[config.mk]
export PLATFORM = sky130hd
export DESIGN_NAME = pcix_capability_status_regs
export DESIGN_NICKNAME = d
export VERILOG_FILES = /design/src/logic/pcix_cap_pkg.sv /design/src/logic/opaque_range_check.sv /design/src/logic/pcix_capability_status_regs.sv
export SDC_FILE = /design/constraint.sdc
export NUM_CORES = 1
export LEC_CHECK = 0
export BUFFER_PORTS_ARGS = -buffer_cell sky130_fd_sc_hd__buf_2
export CAP_MARGIN = 10
export CELL_PAD_IN_SITES_DETAIL_PLACEMENT = 2
export CELL_PAD_IN_SITES_GLOBAL_PLACEMENT = 2
export CORE_UTILIZATION = 28
export CTS_BUF_LIST = sky130_fd_sc_hd__clkbuf_8 sky130_fd_sc_hd__clkbuf_16
export CTS_CLUSTER_SIZE = 30
export DETAILED_ROUTE_END_ITERATION = 6
export PLACE_DENSITY_LB_ADDON = 0.08
export SKIP_LAST_GASP = 1
export SLEW_MARGIN = 0
export SYNTH_ARGS = -nofsm -noshare
export SYNTH_HDL_FRONTEND = slang
export SYNTH_SLANG_ARGS = --single-unit
[constraint.sdc]
create_clock -name i_clk_sys -period 2.25 [get_ports i_clk_sys]
set_input_delay 0.45 -clock i_clk_sys [delete_from_list [all_inputs] [get_ports i_clk_sys]]
set_output_delay 0.45 -clock i_clk_sys [all_outputs]
set_load 0.02 [all_outputs]
[src/logic/pcix_cap_pkg.sv]
// Purpose: shared constants and carriers for the pci-x capability and status bank
// Assumes: byte offsets within configuration space, dword aligned accesses
// Notes:   status bit positions follow the secondary status dword at 0x80
`default_nettype none
package pcix_cap_pkg;

  // register offsets (byte addresses in configuration space)
  localparam logic [7:0]  OFS_OPAQUE_EN      = 8'h70;
  localparam logic [7:0]  OFS_OPAQUE_LIM_HI  = 8'h7C;
  localparam logic [7:0]  OFS_PCIX_CAP       = 8'h80;

  // reset values and fixed read values
  localparam logic [31:0] RST_OPAQUE_LIM_HI  = 32'hFFFF_FFFF;
  localparam logic [7:0]  CAP_ID_PCIX        = 8'h07;
  localparam logic [7:0]  CAP_NEXT_PTR       = 8'h90;
  localparam logic [7:0]  SEC_DEV_NUM        = 8'h00;
  localparam logic [2:0]  SEC_FUNC_NUM       = 3'h0;
  localparam logic [2:0]  RST_CLK_FREQ       = 3'h0;
  localparam logic [19:0] LIMIT_LOW_FILL     = 20'hF_FFFF;

  // field positions in the capability dword, plus bit 0 of the opaque enable dword
  localparam int          POS_CAP_ID         = 0;
  localparam int          POS_NEXT_PTR       = 8;
  localparam int          POS_WIDE_BUS       = 16;
  localparam int          POS_CAP_133        = 17;
  localparam int          POS_CPL_DISCARD    = 18;
  localparam int          POS_UNEXP_CPL      = 19;
  localparam int          POS_CPL_OVERRUN    = 20;
  localparam int          POS_SPLIT_DELAYED  = 21;
  localparam int          POS_CLK_FREQ       = 22;
  localparam int          POS_OPAQUE_EN      = 0;

  // sticky split event flags, msb is bit 21
  typedef struct packed {
    logic split_delayed;
    logic cpl_overrun;
    logic unexp_cpl;
    logic cpl_discard;
  } split_flags_t;

  // one configuration access
  typedef struct packed {
    logic        wr;
    logic        rd;
    logic [7:0]  addr;
    logic [3:0]  be;
    logic [31:0] wdata;
  } cfg_req_t;

  // byte-lane merge for a writable dword
  function automatic logic [31:0] merge_be(input logic [31:0] old_v,
                                           input logic [31:0] new_v,
                                           input logic [3:0]  be);
    logic [31:0] r;
    r = old_v;
    for (int i = 0; i < 4; i++) begin
      if (be[i]) begin
        r[i*8 +: 8] = new_v[i*8 +: 8];
      end
    end
    return r;
  endfunction

endpackage
`default_nettype wire

[src/logic/opaque_range_check.sv]
// Purpose: inclusive compare of a 64-bit address against the opaque window
// Assumes: base and limit already assembled to full 64-bit addresses
// Notes:   purely combinational, registered by the caller
`timescale 1ns/100ps
`default_nettype none
module opaque_range_check (
  input  wire logic        i_enable,
  input  wire logic [63:0] i_addr,
  input  wire logic [63:0] i_base,
  input  wire logic [63:0] i_limit,
  output logic             o_hit
);
  // an inverted window (base above limit) never hits
  assign o_hit = i_enable && (i_addr >= i_base) && (i_addr <= i_limit);
endmodule
`default_nettype wire

[src/logic/pcix_capability_status_regs.sv]
// Purpose: opaque limit upper dword, opaque enable, pci-x capability entry and secondary status
// Assumes: config accesses are single-cycle strobes, synchronous to i_clk_sys
// Notes:   event inputs are one-cycle pulses from the bridge data path
`timescale 1ns/100ps
`default_nettype none
// Operation
// - limit upper dword is read-write, all ones after reset.
// - memory requests inside opaque base-to-limit range are refused on both sides.
// - opaque range acts only when enabled; enable clears at reset and loads from strap on the first clock after release.
// - capability id byte always reads 07h.
// - next pointer byte always reads 90h.
// - bits 24:22 report secondary clock code chosen at secondary reset.
// - bit 21 sets on downstream split request delayed; clears at reset.
// - bit 20 sets on secondary split completion overrun; clears at reset.
// - bit 19 sets on unexpected completion to our secondary id; clears at reset.
// - bit 18 sets on discarded completion toward secondary; clears at reset.
// - bit 17 always reads 1.
// - bit 16 reads 1 when secondary path 64-bit and strap high.
// - bits 31:25 read zero.
module pcix_capability_status_regs
  import pcix_cap_pkg::*;
(
  input  wire logic        i_clk_sys,
  input  wire logic        i_arst_n,
  // configuration access from the primary bus
  input  wire cfg_req_t    i_cfg,
  output logic [31:0]      o_cfg_rdata,
  output logic             o_cfg_ack,
  // straps and secondary-side state
  input  wire logic        i_opaque_en_strap,
  input  wire logic        i_wide_bus_strap_n,
  input  wire logic        i_sec_path_64,
  input  wire logic        i_sec_rst_active,
  input  wire logic [2:0]  i_sec_clk_freq,
  // neighbouring opaque registers
  input  wire logic [63:20] i_opaque_base,
  input  wire logic [11:0] i_opaque_limit_low,
  // memory claim checks
  input  wire logic        i_pri_mem_req,
  input  wire logic [63:0] i_pri_mem_addr,
  input  wire logic        i_sec_mem_req,
  input  wire logic [63:0] i_sec_mem_addr,
  output logic             o_pri_refuse,
  output logic             o_sec_refuse,
  // split transaction events
  input  wire logic        i_evt_split_delayed,
  input  wire logic        i_evt_cpl_overrun,
  input  wire logic        i_evt_cpl_discard,
  input  wire logic        i_sec_cpl_valid,
  input  wire logic [15:0] i_sec_cpl_req_id,
  input  wire logic        i_sec_cpl_outstanding,
  input  wire logic [7:0]  i_sec_bus_num
);

  ////////////////////////////////////////////////////////////////////////////
  // state
  logic [31:0]   lim_hi_q;
  logic          opaque_en_q;
  logic          strap_taken_q;
  logic [2:0]    clk_freq_q;
  split_flags_t  flags_q;
  split_flags_t  flags_set;
  split_flags_t  flags_clr;
  logic          hit_pri;
  logic          hit_sec;
  logic          unexp_hit;
  logic          wr_lim;
  logic          wr_en;
  logic          wr_cap;
  logic [63:0]   lim_full;
  logic [63:0]   base_full;
  logic [31:0]   cap_word;

  assign wr_lim = i_cfg.wr && (i_cfg.addr[7:2] == OFS_OPAQUE_LIM_HI[7:2]);
  assign wr_en  = i_cfg.wr && (i_cfg.addr[7:2] == OFS_OPAQUE_EN[7:2]);
  assign wr_cap = i_cfg.wr && (i_cfg.addr[7:2] == OFS_PCIX_CAP[7:2]);

  ////////////////////////////////////////////////////////////////////////////
  // opaque limit upper dword
  always_ff @(posedge i_clk_sys or negedge i_arst_n) begin
    if (!i_arst_n) begin
      lim_hi_q <= RST_OPAQUE_LIM_HI;
    end else if (wr_lim) begin
      lim_hi_q <= merge_be(lim_hi_q, i_cfg.wdata, i_cfg.be);
    end
  end

  // enable bit; strap is caught on the first edge after release, not in reset
  always_ff @(posedge i_clk_sys or negedge i_arst_n) begin
    if (!i_arst_n) begin
      opaque_en_q   <= 1'b0;
      strap_taken_q <= 1'b0;
    end else begin
      strap_taken_q <= 1'b1;
      if (!strap_taken_q) begin
        opaque_en_q <= i_opaque_en_strap;
      end else if (wr_en && i_cfg.be[0]) begin
        opaque_en_q <= i_cfg.wdata[POS_OPAQUE_EN];
      end
    end
  end

  ////////////////////////////////////////////////////////////////////////////
  // claim refusal on both interfaces
  assign base_full = {i_opaque_base, 20'h0_0000};
  assign lim_full  = {lim_hi_q, i_opaque_limit_low, LIMIT_LOW_FILL};

  opaque_range_check u_chk_pri (
    .i_enable (opaque_en_q),
    .i_addr   (i_pri_mem_addr),
    .i_base   (base_full),
    .i_limit  (lim_full),
    .o_hit    (hit_pri)
  );

  opaque_range_check u_chk_sec (
    .i_enable (opaque_en_q),
    .i_addr   (i_sec_mem_addr),
    .i_base   (base_full),
    .i_limit  (lim_full),
    .o_hit    (hit_sec)
  );

  // one cycle of latency keeps outputs straight from flops
  always_ff @(posedge i_clk_sys or negedge i_arst_n) begin
    if (!i_arst_n) begin
      o_pri_refuse <= 1'b0;
      o_sec_refuse <= 1'b0;
    end else begin
      o_pri_refuse <= i_pri_mem_req && hit_pri;
      o_sec_refuse <= i_sec_mem_req && hit_sec;
    end
  end

  ////////////////////////////////////////////////////////////////////////////
  // secondary clock code, held at the value chosen while secondary reset is driven
  always_ff @(posedge i_clk_sys or negedge i_arst_n) begin
    if (!i_arst_n) begin
      clk_freq_q <= RST_CLK_FREQ;
    end else if (i_sec_rst_active) begin
      clk_freq_q <= i_sec_clk_freq;
    end
  end

  ////////////////////////////////////////////////////////////////////////////
  // split event flags
  assign unexp_hit = i_sec_cpl_valid && !i_sec_cpl_outstanding &&
                     (i_sec_cpl_req_id == {i_sec_bus_num, SEC_DEV_NUM[4:0], SEC_FUNC_NUM});

  assign flags_set = '{split_delayed: i_evt_split_delayed,
                       cpl_overrun:   i_evt_cpl_overrun,
                       unexp_cpl:     unexp_hit,
                       cpl_discard:   i_evt_cpl_discard};
  assign flags_clr = (wr_cap && i_cfg.be[2]) ?
                     split_flags_t'(i_cfg.wdata[POS_SPLIT_DELAYED:POS_CPL_DISCARD]) : '0;

  // set beats clear so an event in the clearing cycle is kept
  always_ff @(posedge i_clk_sys or negedge i_arst_n) begin
    if (!i_arst_n) begin
      flags_q <= '0;
    end else begin
      flags_q <= (flags_q & ~flags_clr) | flags_set;
    end
  end

  ////////////////////////////////////////////////////////////////////////////
  // read path
  always_comb begin
    cap_word = '0;
    cap_word[POS_CAP_ID +: 8]   = CAP_ID_PCIX;
    cap_word[POS_NEXT_PTR +: 8] = CAP_NEXT_PTR;
    cap_word[POS_WIDE_BUS]      = i_sec_path_64 && i_wide_bus_strap_n;
    cap_word[POS_CAP_133]       = 1'b1;
    cap_word[POS_SPLIT_DELAYED:POS_CPL_DISCARD] = flags_q;
    cap_word[POS_CLK_FREQ +: 3] = clk_freq_q;
  end

  // unmapped dwords read zero; every access is acked one cycle later
  always_ff @(posedge i_clk_sys or negedge i_arst_n) begin
    if (!i_arst_n) begin
      o_cfg_rdata <= '0;
      o_cfg_ack   <= 1'b0;
    end else begin
      o_cfg_ack <= i_cfg.rd || i_cfg.wr;
      if (i_cfg.rd) begin
        case (i_cfg.addr[7:2])
          OFS_OPAQUE_EN[7:2]:     o_cfg_rdata <= {31'h0, opaque_en_q};
          OFS_OPAQUE_LIM_HI[7:2]: o_cfg_rdata <= lim_hi_q;
          OFS_PCIX_CAP[7:2]:      o_cfg_rdata <= cap_word;
          default:                o_cfg_rdata <= '0;
        endcase
      end
    end
  end

  ////////////////////////////////////////////////////////////////////////////
  // checks
  logic rd_cap_q;
  always_ff @(posedge i_clk_sys or negedge i_arst_n) begin
    if (!i_arst_n) begin
      rd_cap_q <= 1'b0;
    end else begin
      rd_cap_q <= i_cfg.rd && (i_cfg.addr[7:2] == OFS_PCIX_CAP[7:2]);
    end
  end
endmodule
`default_nettype wire

==> run summary <==
=====================================================================================
Status ................................................................. finished, violations left
Failing checks ......................................................... negative setup slack
Power density over the cells ...........................................   438 mW/mm2
Source-to-sink clock delay at the later pin of the worst-skew pair .....       350 ps
Worst IR Drop VDD ......................................................     0.283 mV
DRT iter0 DRCs .........................................................          226
Number of instances in the synthesized netlist .........................          844
TritonCTS clock tree ...................................................          yes
Setup repair after global routing missed its margin ....................         true
Final weighted congestion of routability-driven global placement .......        0.875
Area delta synth->final ................................................        46.7%
Finish-stage setup viols ...............................................            1
Number of hold violations in the final report ..........................            0
Count of max-cap constraint violations .................................            0
Number of antenna violations at the first check in global routing ......           11
Buffers from clock root to sink, at most ...............................            2
Clk root buf ...........................................................    clkbuf_16
FMAX ...................................................................    0.444 GHz
Filler cells ...........................................................         2972
Most frequent cells in the layout ...................................... 301 x buf_2, 154 x ha_1, 103 x buf_4, 94 x inv_1, 79 x a21oi_1
Die span in y ..........................................................       163 um
Via count of the first global-routing pass .............................         8969
IO Port Bufs ...........................................................          302
Share of total power in the clock network ..............................        29.2%
Portion of the post-synthesis area used by sequential elements .........        26.6%
Pin count of the biggest net entering global routing ...................           42
Warnings, synthesis ....................................................            0
HPWL after DPL .........................................................      26.9 mm
Inserted Clock Buffers .................................................            9
Power Internal .........................................................      3.07 mW
Area after DPL .........................................................  0.00987 mm2
Top-Level Pins .........................................................          305
Clock tree sinks .......................................................           76
Antenna-violating nets left ............................................            0
Die area ...............................................................   0.0267 mm2
Detail-routed via count per cell .......................................         5.00
Leakage power figure ...................................................      5.53 nW
Sequential share of power ..............................................        33.5%
GRT Total Usage ........................................................        23.6%
Largest fanout on the critical path ....................................            3
Core Footprint .........................................................   0.0254 mm2
Overall power ..........................................................      4.68 mW
Leading register cell type out of synthesis ............................      dfrtp_1
Post-route setup slack .................................................    -0.849 ps
Total congestion overflow ..............................................            0
Final min period .......................................................      2250 ps
Final Hold Slack .......................................................       292 ps
Remaining routing DRC violations .......................................            0
Proportion of layout cells with a drive suffix above 1 .................        42.9%
Clock Skew .............................................................      7.73 ps
Nature of the critical path endpoint ...................................    flip-flop
Synthesized area .......................................................  0.00730 mm2
# nets final ...........................................................         1693
Placement row count ....................................................           58
Length of the first detailed-routing pass in iterations ................            4
Netlist cell types .....................................................           46
Register bit total from synthesis ......................................           76
Number of flops mapped to enable cells by yosys ........................            0
Width of the die .......................................................       163 um
Final Cell Area ........................................................   0.0107 mm2
First-pass GRT wire length .............................................      47.8 mm
Fraction of power spent switching nets .................................        34.4%
Setup Crit Path Kind ................................................... flip-flop to flip-flop
Required time of the critical path .....................................      2530 ps
Worst Setup Slack post-DPL .............................................      -419 ps
Number of vias in the routed layout ....................................         7951
Clock slew at reported path FFs ........................................        60 ps
Comb power frac ........................................................        37.3%
Net count after synthesis ..............................................         1290
Initial Util ...........................................................        28.7%
Most frequent standard cell in the layout excluding fill and tap cells .        buf_2
Worst Path Arrival .....................................................      2540 ps
Deepest level of the CTS H-tree ........................................            3
Slew at the pin closest to its max-slew limit ..........................       536 ps
Post-synth ARST share ..................................................         100%
Multi-input combinational cell area ....................................  0.00533 mm2
Area used by sequential logic in the layout ............................  0.00194 mm2
Worst-case headroom to the max-slew limit ..............................        63.9%
Class of the most critical hold timing path ............................ input port to flip-flop
Aggregate routed wire length ...........................................      31.4 mm
Number of pins with negative max-slew slack in the final report ........            0
Final critical-path share of the clock period ..........................         100%
Detail-routed net length per standard cell .............................      19.8 um
Switching power ........................................................      1.61 mW
CP Launch Type .........................................................    flip-flop
Synthesized area divided by synthesized cell count .....................     8.65 um2
=====================================================================================
flip-flops by register name, indices dropped and copies added (netlist names):
name / cells
opaque_en_q: 1
o_cfg_rdata: 32
lim_hi_q: 32
o_cfg_ack: 1
strap_taken_q: 1
cap_word: 4
o_sec_refuse: 1
clk_freq_q: 3
o_pri_refuse: 1
power groups by stage:
stage	Sequential [mW]	Clock, mW	Combinational [mW]
after floorplan	1.60	0	0.725
after global placement	1.58	0	1.51
after detailed placement	1.59	0	1.58
after CTS	1.57	1.42	1.67
after global routing	1.58	1.46	1.97
final	1.57	1.37	1.75
worst max-delay path: stages, from the launching register on:
cell and delay, ps:
dfstp_2 550, inv_2 60, ha_4 260, nand4_1 190, or3_4 460, nor3_4 130
buf_6 120, nand4_1 90, mux2i_1 170, o211a_1 170
layer usage:
metal  up-vias  wire length, um  track usage [%]
met1      3843            12800             26.3
met4         6              676             6.78
met5         -               37                0
li1       3893                -                -
met2       169            16700             45.0
met3        40             1220             4.42
area by class of cell:
| class | count | share of cell area, % |
|---|---|---|
| tap | 330 | 3.86 |
| timing repair buffer | 407 | 21.7 |
| antenna | 8 | 0.187 |
| clock inverter | 7 | 0.409 |
| multi-input combinational | 644 | 49.8 |
| inverter | 109 | 3.87 |
| clock buffer | 9 | 2.10 |
| sequential | 76 | 18.1 |
stage by stage:
stage / std cells / util (%) / TNS (ps)
2_1_floorplan: 844 / - / 0
3_3_place_gp: 1552 / 38.9 / -404
3_5_place_dp: 1552 / 38.9 / -576
4_1_cts: 1574 / 40.8 / 0
5_1_grt: 1589 / 42.1 / -121
6_report: 1590 / 42.1 / -0.849
final timing paths:
kind / startpoint / end / slack, ps / cells past startpoint
hold reg to reg: strap_taken_q$_DFF_PN0_ / opaque_en_q$_DFFE_PN0P_ / 450 / 1
max in group asynchronous: i_arst_n / lim_hi_q[20]$_DFFE_PN1P_ / 1100 / 3
setup reg to reg: lim_hi_q[14]$_DFFE_PN1P_ / o_sec_refuse$_DFF_PN0_ / -0.8 / 9
setup / recovery: lim_hi_q[14]$_DFFE_PN1P_ / o_sec_refuse$_DFF_PN0_ / -0.8 / 9
min in group asynchronous: i_arst_n / o_cfg_rdata[28]$_DFFE_PN0P_ / 530 / 2
hold / removal: i_evt_split_delayed / cap_word[21]$_DFF_PN0_ / 290 / 2
synth_stat cells (7+ instances only):
cell,count,area [um2]
a22oi_1,7,52.6
nor2_1,38,143
nand4_1,46,288
nand3_1,35,175
mux2_2,19,214
ha_1,176,2200
inv_1,109,409
a21oi_1,81,405
o21ai_0,58,290
a21o_1,32,240
clkbuf_1,14,52.6
nand2_1,67,251
a211oi_1,10,75.1
dfrtp_1,44,1100
nor3_1,10,50.1
nor4_1,16,100
dfstp_2,32,841
timing repair:
| action | 4_1_cts | 5_1_grt |
|---|---|---|
| setup buffers | 5 | 8 |
| hold endpoints to repair | 8 | 0 |
| pin swaps | 10 | 25 |
| hold buffers | 1 | 0 |
| gates resized for setup | 27 | 44 |
| setup endpoints to repair | 2 | 2 |
cells by family after synthesis:
family / Yosys count / synth area share [%]
fa+ha+maj: 176 / 30.2
flops: 76 / 26.6
other cells: 1 / 0.0514
buf+inv: 124 / 6.38
xor+xnor: 8 / 0.960
simple gates: 232 / 15.9
compound gates: 206 / 16.7
mux: 21 / 3.21
(Power assumes the default switching activity.)
